`src/verilog/bcsr_pkg.sv`:
```
package bcsr_pkg;
  localparam int unsigned BCSR_WIDTH = 8;
  typedef logic [BCSR_WIDTH-1:0] bcsr_data_t;
  typedef logic [7:0] bcsr_addr_t;
  // Decode window for the control register (odd addresses only)
  localparam bcsr_addr_t BCSR_ADDR_LO = 8'hC8;
  localparam bcsr_addr_t BCSR_ADDR_HI = 8'hDF;
  localparam bcsr_data_t BCSR_RESET = 8'h00;
  // Field positions, as in the bit-function list
  localparam int unsigned BIT_GATE0 = 0;
  localparam int unsigned BIT_GATE1 = 1;
  localparam int unsigned BIT_NMI_EN = 2;
  localparam int unsigned BIT_LOCK_BYP = 3;
  localparam int unsigned BIT_IRQ1 = 4;
  localparam int unsigned BIT_IRQ2 = 5;
  localparam int unsigned BIT_LED_B = 6;
  localparam int unsigned BIT_LATCH = 7;
  localparam int unsigned BCSR_RST_STAGES = 2;
endpackage

```
`src/verilog/bcsr_top.sv`:
```
`timescale 1ns/10ps
// Operation
// - Odd I/O writes C8..DF load register
// - Eight register bits drive nine output functions
// - Bit 0 drives timer counter 0 gate
// - Bit 1 drives timer counter 1 gate
// - Bit 2 drives NMI gate enable, high passes NMI
// - Bit 3 drives active-low RAM lock bypass
// - Bit 4 drives first bus interrupt request
// - Bit 5 drives second request and LED A
// - Bit 6 drives LED B only
// - Bit 7 drives latch enable
// - NMI gate bit resets zero, blocking NMI
// - Lock bypass resets zero, bypass asserted
// - High gate enable passes NMI, low blocks
module bcsr_top (
  input wire logic CLK,
  input wire logic RST_B,
  input wire bcsr_pkg::bcsr_addr_t IO_ADDR,
  input wire bcsr_pkg::bcsr_data_t IO_WDATA,
  input wire logic IO_WR,
  input wire logic NMI_IN,
  output logic TIMER0_GATE,
  output logic TIMER1_GATE,
  output logic NMI_GATE_EN_N,
  output logic RAM_LOCK_BYPASS_N,
  output logic SW_BUS_IRQ_FIRST,
  output logic SW_BUS_IRQ_SECOND,
  output logic INDICATOR_LED_A,
  output logic INDICATOR_LED_B,
  output logic LATCH_EN,
  output logic NMI_OUT
);
  import bcsr_pkg::*;

  logic [BCSR_RST_STAGES-1:0] rst_sync;
  logic rst_n;
  logic [2:0] nmi_sync;
  logic nmi_level;
  logic next_nmi_level;
  bcsr_data_t ctrl;
  bcsr_data_t next_ctrl;
  logic next_nmi_out;
  logic hit;

  // Reset release through two flops
  always_ff @(posedge CLK or negedge RST_B) begin
    if (!RST_B) begin
      rst_sync <= '0;
    end else begin
      rst_sync <= {rst_sync[BCSR_RST_STAGES-2:0], 1'b1};
    end
  end
  assign rst_n = rst_sync[BCSR_RST_STAGES-1];

  // Address decode: odd byte within window
  always_comb begin
    hit = IO_WR && IO_ADDR[0] && (IO_ADDR >= BCSR_ADDR_LO)
          && (IO_ADDR <= BCSR_ADDR_HI);
    next_ctrl = hit ? IO_WDATA : ctrl;
  end

  always_ff @(posedge CLK or negedge rst_n) begin
    if (!rst_n) begin
      ctrl <= BCSR_RESET;
    end else begin
      ctrl <= next_ctrl;
    end
  end

  // NMI pin synchroniser; change taken when stages 2 and 3 agree
  always_comb begin
    next_nmi_level = nmi_level;
    if (nmi_sync[1] == nmi_sync[2]) begin
      next_nmi_level = nmi_sync[2];
    end
    // Gate opens only while the enable bit is one
    next_nmi_out = next_nmi_level && next_ctrl[BIT_NMI_EN];
  end

  always_ff @(posedge CLK or negedge rst_n) begin
    if (!rst_n) begin
      nmi_sync <= '0;
      nmi_level <= 1'b0;
      NMI_OUT <= 1'b0;
    end else begin
      nmi_sync <= {nmi_sync[1:0], NMI_IN};
      nmi_level <= next_nmi_level;
      NMI_OUT <= next_nmi_out;
    end
  end

  // Outputs registered straight from next_ctrl so they track ctrl
  always_ff @(posedge CLK or negedge rst_n) begin
    if (!rst_n) begin
      TIMER0_GATE <= 1'b0;
      TIMER1_GATE <= 1'b0;
      NMI_GATE_EN_N <= 1'b0;
      RAM_LOCK_BYPASS_N <= 1'b0;
      SW_BUS_IRQ_FIRST <= 1'b0;
      SW_BUS_IRQ_SECOND <= 1'b0;
      INDICATOR_LED_A <= 1'b0;
      INDICATOR_LED_B <= 1'b0;
      LATCH_EN <= 1'b0;
    end else begin
      TIMER0_GATE <= next_ctrl[BIT_GATE0];
      TIMER1_GATE <= next_ctrl[BIT_GATE1];
      NMI_GATE_EN_N <= next_ctrl[BIT_NMI_EN];
      RAM_LOCK_BYPASS_N <= next_ctrl[BIT_LOCK_BYP];
      SW_BUS_IRQ_FIRST <= next_ctrl[BIT_IRQ1];
      SW_BUS_IRQ_SECOND <= next_ctrl[BIT_IRQ2];
      INDICATOR_LED_A <= next_ctrl[BIT_IRQ2];
      INDICATOR_LED_B <= next_ctrl[BIT_LED_B];
      LATCH_EN <= next_ctrl[BIT_LATCH];
    end
  end
endmodule

```
`config.mk`:
```
export PLATFORM = sky130hd
export DESIGN_NAME = bcsr_top
export DESIGN_NICKNAME = d
export VERILOG_FILES = /design/src/verilog/bcsr_pkg.sv /design/src/verilog/bcsr_top.sv
export SDC_FILE = /design/constraint.sdc
export NUM_CORES = 1
export LEC_CHECK = 0
export BUFFER_PORTS_ARGS = -buffer_cell sky130_fd_sc_hd__buf_2
export CAP_MARGIN = 20
export CELL_PAD_IN_SITES_DETAIL_PLACEMENT = 0
export CELL_PAD_IN_SITES_GLOBAL_PLACEMENT = 1
export CORE_MARGIN = 4
export CORE_UTILIZATION = 32
export CTS_CLUSTER_DIAMETER = 40
export DETAILED_ROUTE_END_ITERATION = 12
export GPL_ROUTABILITY_DRIVEN = 1
export PLACE_DENSITY_LB_ADDON = 0.1
export SYNTH_ARGS = -nofsm -noshare
export SYNTH_HDL_FRONTEND = slang
export SYNTH_SLANG_ARGS = --single-unit
```
`constraint.sdc`:
```
create_clock -name CLK -period 1.1 [get_ports CLK]
set_clock_uncertainty 0.2 [all_clocks]
set_input_delay 0.33 -clock CLK [delete_from_list [all_inputs] [get_ports CLK]]
set_output_delay 0.33 -clock CLK [all_outputs]
set_load 0.02 [all_outputs]
```
* After elaboration in Yosys (flattened, before gate mapping)
Cells that the tools add are included.
Cells by class: reductions and logical operators 4, equal/unequal tests 1, multiplexer cells 2, magnitude comparators 2
Operator list (count):
- $ge A8 B8 Y1 const B | 1
- $le A8 B8 Y1 const B | 1
- $mux W8 | 1
- $logic_and A1 B1 Y1 | 4
- $eq A1 B1 Y1 | 1
- $mux W1 | 1
Storage, ports and cells: output and inout bits 10, input port bits 20, word-level logic and storage cells 22, flip-flop bits (word level) 23

* Longest topological paths before layout
Gate-level depths: netlist of the first run.
depth in word-level cells 5, mapped depth 4, gate-level depth less buffers 3

* Least setup slack after synthesis of the first run
No wires, ideal clock.
kind input to register, from in IO_ADDR[5], to reg LATCH_EN, cell stages on the path 4, buffers on the path 1, arrival 1.149 ns, setup slack -0.374 ns, required time 0.775 ns, setup time 0.125 ns, cell sequence and4b_1 -> and2_4 -> buf_6 -> mux2_4
Between the ends: word-level cells in the longest chain between the ends 4, elaborated cells on any way between the ends 5, those cells by class order compare: 2; mux: 1; reduce/logical: 2
Ends and longest elaborated chain:
- start, declared | RTL line bcsr_top.sv:19 | input wire bcsr_pkg::bcsr_addr_t IO_ADDR,
- $ge A8 B8 Y1 | RTL line bcsr_top.sv:58 | hit = IO_WR && IO_ADDR[0] && (IO_ADDR >= BCSR_ADDR_LO)
- $logic_and A1 B1 Y1 | RTL line bcsr_top.sv:58
- $logic_and A1 B1 Y1 * | RTL line bcsr_top.sv:59 | && (IO_ADDR <= BCSR_ADDR_HI);
- $mux W8 * | RTL line bcsr_top.sv:60 | next_ctrl = hit ? IO_WDATA : ctrl;
- end signal, assigned | RTL line bcsr_top.sv:114 | LATCH_EN <= next_ctrl[BIT_LATCH];
- end, declared | RTL line bcsr_top.sv:31 | output logic LATCH_EN,
Mark *: on every way between the ends. The rest lies on a longest branch, timed or not.

==> results of run 1 <==
[power groups by stage]
stage          Sequential, uW  Combinational (uW)  Clock (uW)
2_1_floorplan             788                 140           0
3_3_place_gp              689                 363           0
3_5_place_dp              686                 366           0
4_1_cts                   692                 494         329
5_1_grt                   707                 521         359
6_report                  692                 491         311
[layer usage]
metal | track usage | vias up
met5 | 0 | -
met3 | 0.04518 | 2
met1 | 0.1295 | 182
met2 | 0.1457 | 20
li1 | - | 189
met4 | 0.05530 | 0
[cell usage after synthesis]
library cell  count
nand3_1           1
buf_6             1
nand2_1           1
and4b_1           1
and2_4            1
o21a_1            1
conb_1            1
dfrtp_1          15
buf_4             1
a21bo_2           1
mux2_4            7
maj3_1            1
a21boi_0          1
[placed cells by master, fill, tap and decap left out, types with 3 or more instances in the layout]
cell type,netlist,layout
buf_2,0,18
dfrtp_1,15,15
buf_6,1,10
mux2_4,7,7
buf_4,1,6
clkbuf_4,0,3
dlygate4sd3_1,0,3
[flip-flops by register name, summed over array words and instances (netlist names)]
signal / cells
rst_sync: 2
NMI_OUT: 1
LATCH_EN: 1
ctrl: 7
nmi_level: 1
nmi_sync: 3
[cell type report]
type / count / share of cell area
Clock buffer: 4 / 0.02979
Multi-Input combinational cell: 16 / 0.1957
Sequential cell: 15 / 0.4255
Tap cell: 24 / 0.03404
Timing Repair Buffer: 37 / 0.3149
[repair_timing]
item                       4_1_cts  5_1_grt
pin swaps                        2        2
buffers inserted                 4        0
hold buffers                     3        0
resized for setup               17        1
hold endpoints to repair        16        0
setup endpoints to repair       18       31
[worst max-delay path by stage]
stage	cells past startpoint	start	end	slack [ps]
after global routing	1	ctrl[5]	INDICATOR_LED_A	-320
final	1	ctrl[5]	INDICATOR_LED_A	-270
after floorplan	4	IO_ADDR[5]	LATCH_EN	-370
after CTS	1	ctrl[5]	INDICATOR_LED_A	-290
after global placement	4	IO_ADDR[5]	ctrl[1]	-450
after detailed placement	4	IO_ADDR[5]	ctrl[3]	-460
[metrics by stage]
stage | hold slack (ps) | setup WS [ps] | std cells | cell area (sq um)
after floorplan | -165.6 | -374.0 | 33 | 566.8
after detailed placement | -82.32 | -456.1 | 85 | 735.7
final | 70.94 | -265.1 | 96 | 882.1
after global placement | -84.28 | -447.1 | 85 | 735.7
after CTS | 59.28 | -285.8 | 96 | 878.3
after global routing | 58.44 | -316.2 | 96 | 882.1
[cells by family (layout without fill, tap and decap cells)]
| group | count (synthesis) | in the layout | share of synthesized area |
|---|---|---|---|
| adder cells (fa/ha/maj) | 1 | 1 | 0.01770 |
| flip-flops | 15 | 15 | 0.6637 |
| AND/OR/NAND/NOR | 4 | 4 | 0.04866 |
| buffers and inverters | 2 | 41 | 0.03319 |
| other | 1 | 1 | 0.006631 |
| AO/OA/AOI/OAI | 3 | 3 | 0.04426 |
| multiplexers | 7 | 7 | 0.1858 |
==> metrics.txt, run 1 <==
unrepaired setup endpoints after global routing true; critical path, cell by cell buf_2; Antenna diodes 0; violated checks setup timing; number of vias per cell ~4.1; total power roughly 1500 uW; Final Cycle Share 1.241; leading area contributor after synthesis dfrtp_1; LEAKAGE around 0.00045 uW; gp weighted congestion 0.6416; vias in the first global route 407; Yosys reg bits 15; Fin Setup TNS -3461 ps; Unique masters post-synth 13; chip height between 50 and 60 um; share of Yosys cell area claimed by the top area cell type 0.6637; met2 WL 507 um; CP bufs+invs 1; Worst Slack Setup Final -265.1 ps; CP Max Fanout 3; initial antenna violation count 0; Hold Path Sink ctrl[4]; Skew-Pair Late Insertion Delay between 200 and 300 ps; GRT Total Usage 0.1029; gr ovfl total 0; die width 50.04 um; CTS tree built; Gate power share 0.329; worst hold path type primary input to flop; pwr/cell area roughly 1700 mW/mm^2; clock tree buffer depth 2; area growth from synthesis to layout 55.97%; top sig layer met4; Crit Path Class flop to output port; Crit path required time 570 ps; Final setup viols 18; final core occ 0.5534; first-pass GRT wire length ~1.9 mm; WL/cell approximately 11 um; I/O pin count 30; multi-input logic area around 170 sq um; synthesized area per cell 17.14 sq um; Hold Path Stages 2; Seq. cell area around 380 sq um; synth top area cells dfrtp_1 66%, mux2_4 19%, buf_6 2.0%; Routed WL approximately 1.1 mm; # nets final 93; data arrival time of the worst path about 840 ps; Syn Std Cell Area about 570 sq um; post-synthesis cell count 33; CTS root buf clkbuf_4; max-slew violation count 0; clock power share 0.208; Hold Path Origin IO_WDATA[4]; R2R Path Start nmi_level; crit end category output port; worst reg2reg endpoint NMI_OUT; net count after synthesis 53; internal power between 1000 and 1500 uW; R2R Setup Slk -30 ps; Sw Share 0.2806; DR iter-0 viols 4; critical path's top delay family flip-flops; FMAX 732.6 MHz; wire length on met1 about 470 um; share of cells above drive strength 1 0.6528; Die ar. around 0.0025 sq mm; Worst path slowest cell dfrtp_1; Num Clock Sinks 15; largest net degree at the start of global routing 14; status finished with violations; YS warnings 0; port bufs 27; worst reg-to-reg path cell count 2; minimum clock period roughly 1400 ps; Fillers about 150; num rows 14; register area share after synthesis 0.6637; DRT Pass-1 Iters 2; VDD IR max approximately 820 uV; initial core utilization 0.3548; sequential power share 0.463; P_sw approximately 420 uW; DR vias between 300 and 400; DRC Markers 0; area of the core 0.001594 sq mm; WL met3 roughly 95 um; CTS Buf Count 3; H-tree depth 1; max-cap violation count 0; CP startpoint kind flop; crit-path max cell delay 390 ps; Clock transition at path regs around 90 ps; number of routed nets with antenna violations 0; final hold viol count 0
(Power assumes the default switching activity.)
==> run 2: changes to the inputs <==
--- a/config.mk
+++ b/config.mk
@@ -5,14 +5,14 @@
 export SDC_FILE = /design/constraint.sdc
 export NUM_CORES = 1
 export LEC_CHECK = 0
-export BUFFER_PORTS_ARGS = -buffer_cell sky130_fd_sc_hd__buf_2
 export CAP_MARGIN = 20
 export CELL_PAD_IN_SITES_DETAIL_PLACEMENT = 0
 export CELL_PAD_IN_SITES_GLOBAL_PLACEMENT = 1
 export CORE_MARGIN = 4
-export CORE_UTILIZATION = 32
+export CORE_UTILIZATION = 40
 export CTS_CLUSTER_DIAMETER = 40
 export DETAILED_ROUTE_END_ITERATION = 12
+export DONT_BUFFER_PORTS = 1
 export GPL_ROUTABILITY_DRIVEN = 1
 export PLACE_DENSITY_LB_ADDON = 0.1
 export SYNTH_ARGS = -nofsm -noshare
==> metrics.txt, run 2 (synthesis gave the netlist of run 1 again) <==
DRT Pass-1 Iters 2; Post-Place Cell Area between 600 and 700 sq um; violated checks hold timing, setup timing; Clock transition at path regs 90 ps; Fillers about 120; Num Clock Sinks 15; H-tree depth 1; total power ~1300 uW; critical path, cell by cell buf_12; share of cells above drive strength 1 0.6136; Worst Slack Setup Final -284.2 ps; crit end category output port; unrepaired setup endpoints after global routing true; Crit path required time approximately 570 ps; max reg flops 7; CP Max Fanout 2; port bufs 0; die width 45.60 um; CP startpoint kind flop; most frequent cells in the layout 8 x dfrtp_1, 7 x dfrtp_2, 7 x mux2_4; CP bufs+invs 1; data arrival time of the worst path approximately 850 ps; I/O pin count 30; Die ar. between 0.002 and 0.0025 sq mm; vias in the first global route 319; pwr/cell area approximately 1900 mW/mm^2; DRC Markers 0; Crit Path Class flop to output port; gr ovfl total 0; initial antenna violation count 0; CTS root buf clkbuf_4; VDD IR max approximately 810 uV; Final setup viols 18; gp weighted congestion 0.7456; area of the core roughly 0.0013 sq mm; CTS tree built; Largest regs ctrl (7), nmi_sync (3), rst_sync (2); status finished with violations; Most flops, register ctrl; max-cap violation count 0; Final Cycle Share 1.258; Antenna diodes 0; num rows 13; GRT Total Usage 0.08689; # nets final 65; largest net degree at the start of global routing 14; first-pass GRT wire length 1.262 mm; minimum clock period 1384 ps; final instance area approximately 690 sq um; LEAKAGE approximately 0.00032 uW; DR vias around 300; max-slew violation count 0; critical path's top delay family flip-flops; Skew-Pair Late Insertion Delay ~270 ps; CTS Hold Bufs 3; Worst path slowest cell dfrtp_1; DR iter-0 viols 3; number of routed nets with antenna violations 0; clock tree buffer depth 2; area growth from synthesis to layout 22.79%; final hold viol count 19; worst hold slack -40.29 ps; initial core utilization 0.4292; chip height roughly 46 um; crit-path max cell delay around 420 ps; Routed WL between 800 and 900 um; placed wire-length estimate ~630 um; most common cell after layout, fill and taps aside dfrtp_1; FMAX approximately 720 MHz; CTS Buf Count 3; WL/cell ~15 um; number of vias per cell around 5; worst hold path type flop to asynchronous set/reset pin
## run 2: final timing paths
check	from	cells past startpoint	end	slack [ps]
max	ctrl[5]	1	INDICATOR_LED_A	-280
max reg2reg	nmi_level	2	NMI_OUT	-30
min	rst_sync[1]	1	nmi_sync[2]	-40
max in group asynchronous	RST_B	1	rst_sync[0]	490
min reg2reg	rst_sync[1]	1	nmi_sync[2]	-40
min in group CLK	IO_WDATA[6]	1	ctrl[6]	-10
## run 2: through the flow
| stage | setup TNS, ps | worst slack [ps] | utilization | instances | hold WS, ps |
|---|---|---|---|---|---|
| final | -2430 | -284.2 | 0.5271 | 59 | -40.29 |
| after global routing | -2780 | -320.1 | 0.5271 | 59 | -28.60 |
| after CTS | -2532 | -298.2 | 0.5204 | 58 | -28.98 |
| after detailed placement | -2934 | -392.0 | 0.4625 | 50 | -165.6 |
| after global placement | -2752 | -371.9 | 0.4625 | 50 | -165.5 |
| after floorplan | -2700 | -374.0 | - | 33 | -165.6 |
## run 2: what timing repair did
| action | CTS | global route |
|---|---|---|
| resized for setup | 7 | 1 |
| buffers inserted | 1 | 1 |
| cloned | 0 | 0 |
| endpoints found under the setup margin | 18 | 18 |
| hold endpoints to repair | 24 | 20 |
| pin swaps | 2 | 2 |
## run 2: metal layers
layer  up-vias  part of all wire  global-route usage
met5         -                 0                   0
met4         0                 0             0.01754
met3         0              0.12             0.04743
met2        19              0.46              0.1337
met1       146              0.42              0.1070
li1        132                 -                   -
## run 2: final cells by class
type	count	area [sq um]	share of cell area
sequential	15	384.1	0.5532
multi-input combinational	16	172.7	0.2486
timing repair buffer	9	91.34	0.1315
clock buffer	3	22.52	0.03243
tap	15	18.77	0.02703
clock inverter	1	5.005	0.007207
## run 2: power breakdown
group	total (uW)	switching, uW	internal (uW)
registers	779	130	649
logic	249	82.9	166
clock network	302	167	135
==> run 3: changes to the inputs <==
--- a/config.mk
+++ b/config.mk
@@ -5,6 +5,7 @@
 export SDC_FILE = /design/constraint.sdc
 export NUM_CORES = 1
 export LEC_CHECK = 0
+export ABC_AREA = 1
 export CAP_MARGIN = 20
 export CELL_PAD_IN_SITES_DETAIL_PLACEMENT = 0
 export CELL_PAD_IN_SITES_GLOBAL_PLACEMENT = 1
==> metrics.txt, run 3 <==
Gate power share 0.124; Clock transition at path regs 80 ps; ys flop type dfrtp_1; gr ovfl total 0; number of synthesized flops with an enable pin 0; CTS Buf Count 3; Syn Std Cell Area just under 600 sq um; port bufs 0; Worst Slack Setup Final -212.8 ps; worst hold path type flop to asynchronous set/reset pin; max-cap violation count 0; DRC Markers 0; gp weighted congestion 0.6516; vias in the first global route about 460; pwr/cell area ~1600 mW/mm^2; violated checks hold timing, setup timing; share of cells above drive strength 1 0.3784; Most flops, register ctrl; WL/cell 12.76 um; final core occ 0.5783; DRT Pass-1 Iters 4; CP startpoint kind flop; Num Clock Sinks 15; clock power share 0.243; initial core utilization 0.4421; Post-CTS Setup Bufs 0; R2R Path Start nmi_sync[1]; largest net degree at the start of global routing 14; CTS root buf clkbuf_4; status finished with violations; initial antenna violation count 0; Antenna diodes 0; area of the core 0.001350 sq mm; # nets final 95; minimum clock period ~1300 ps; CTS Hold Bufs 9; Largest regs ctrl (7), nmi_sync (3), rst_sync (2); final hold viol count 13; Skew-Pair Late Insertion Delay 280 ps; Die ar. between 0.002 and 0.0025 sq mm; most common cell after layout, fill and taps aside nand2_1; Final Cycle Share 1.193; max-slew violation count 0; post-synthesis cell count 57; Post-Place Cell Area between 600 and 700 sq um; Yosys reg bits 15; num rows 13; first-pass GRT wire length between 1.5 and 2 mm; most frequent cells in the layout 14 x nand2_1, 9 x dfrtp_2, 9 x dlygate4sd3_1; net count after synthesis slightly below 80; max reg flops 7; Unique masters post-synth 13; Routed WL ~1.1 mm; final instance area 780.7 sq um; chip height 46.63 um; placed wire-length estimate 780.6 um; VDD IR max between 900 and 1000 uV; leading area contributor after synthesis dfrtp_1; data arrival time of the worst path a little under 800 ps; area growth from synthesis to layout 30.82%; share of Yosys cell area claimed by the top area cell type 0.6289; clock tree buffer depth 2; I/O pin count 30; register area share after synthesis 0.6289; number of vias per cell 4.685; FMAX roughly 760 MHz; CP startpoint ctrl[5]; unrepaired setup endpoints after global routing true; DR vias 417; GRT Total Usage 0.1296; Final setup viols 10; Fin Setup TNS -1753 ps; synth top area cells dfrtp_1 63%, nand2_1 8.8%, nand3_1 6.7%; CTS tree built; P_sw roughly 400 uW; die width around 47 um; YS warnings 0; sequential power share 0.632; Crit Path Class flop to output port; worst hold slack -36.74 ps; synthesized area per cell 10.47 sq um; number of routed nets with antenna violations 0; Crit path required time 570 ps; H-tree depth 1; R2R Setup Slk roughly 110 ps; CP Max Fanout 3; DR iter-0 viols 5; Sw Share 0.3152; FFs w/ async S/R, synth 1.000; crit end category output port; count leader, synth dfrtp_1; internal power 859.5 uW; Synth top cells by count 15 x dfrtp_1, 14 x nand2_1, 8 x nand3_1; LEAKAGE ~0.0004 uW
## run 3: cell count changes after synthesis, moves of 2 or more
| cell | change |
|---|---|
| nand2_1 | +13 |
| nand3_1 | +7 |
| nand2_2 | +3 |
| nand2_4 | +2 |
| inv_1 | +6 |
| mux2_4 | -7 |
| nor2_1 | +3 |
## run 3: layer usage
layer  part of all wire  track usage  vias to the layer above
met2               0.50       0.2363                       20
met4              0.020      0.06077                        0
met5                  0            0                        -
met1               0.39       0.1135                      186
met3              0.090      0.07031                        4
li1                   -            -                      207
## run 3: worst reg2reg max path: cells and delay by family (launching register included)
| family | cells | cell delay (ps) |
|---|---|---|
| AO/OA/AOI/OAI | 1 | 130 |
| buffers and inverters | 1 | 60 |
| flip-flops | 1 | 400 |
| AND/OR/NAND/NOR | 2 | 100 |
## run 3: kinds of logic after synthesis
logic type / share of synthesized area
AOI/OAI and AO/OA: 0.008378
buffers and inverters: 0.05032
DFF: 0.6289
other: 0.006283
and+or+nand+nor: 0.3061
## run 3: final cells by class
cell class	instances	area, sq um
fillers	112	569.3
clock buffers	4	26.28
well taps	15	18.77
flip-flops and latches	15	386.6
inverters	6	22.52
multi-input cells	35	198.9
repair buffers	14	127.6
## run 3: repair_timing
item	CTS	global route
resized for setup	7	1
endpoints found under the hold margin	23	13
endpoints found under the setup margin	10	10
## run 3: metrics by stage
step,setup WS (ps),power (uW),cells
3_3_place_gp,-22.86,917.1,76
6_report,-212.8,1255,89
2_1_floorplan,-14.21,898.2,57
3_5_place_dp,-40.57,924.1,76
4_1_cts,-220.7,1267,89
5_1_grt,-241.6,1329,89
## run 3: path summary, 6_finish.rpt
kind,to,cells after the start
worst max-delay path,INDICATOR_LED_A,0
worst min-delay path,nmi_sync[1],1
max in group asynchronous,rst_sync[0],1
worst max register to register,NMI_OUT,4
worst min register to register,nmi_sync[1],1
min in group CLK,ctrl[2],4
## run 3: power by group through the flow
stage          Sequential (uW)  Combinational, uW  Clock [uW]
2_1_floorplan              776                123           0
3_3_place_gp               793                124           0
3_5_place_dp               795                129           0
4_1_cts                    795                156         315
5_1_grt                    806                182         340
6_report                   794                156         305
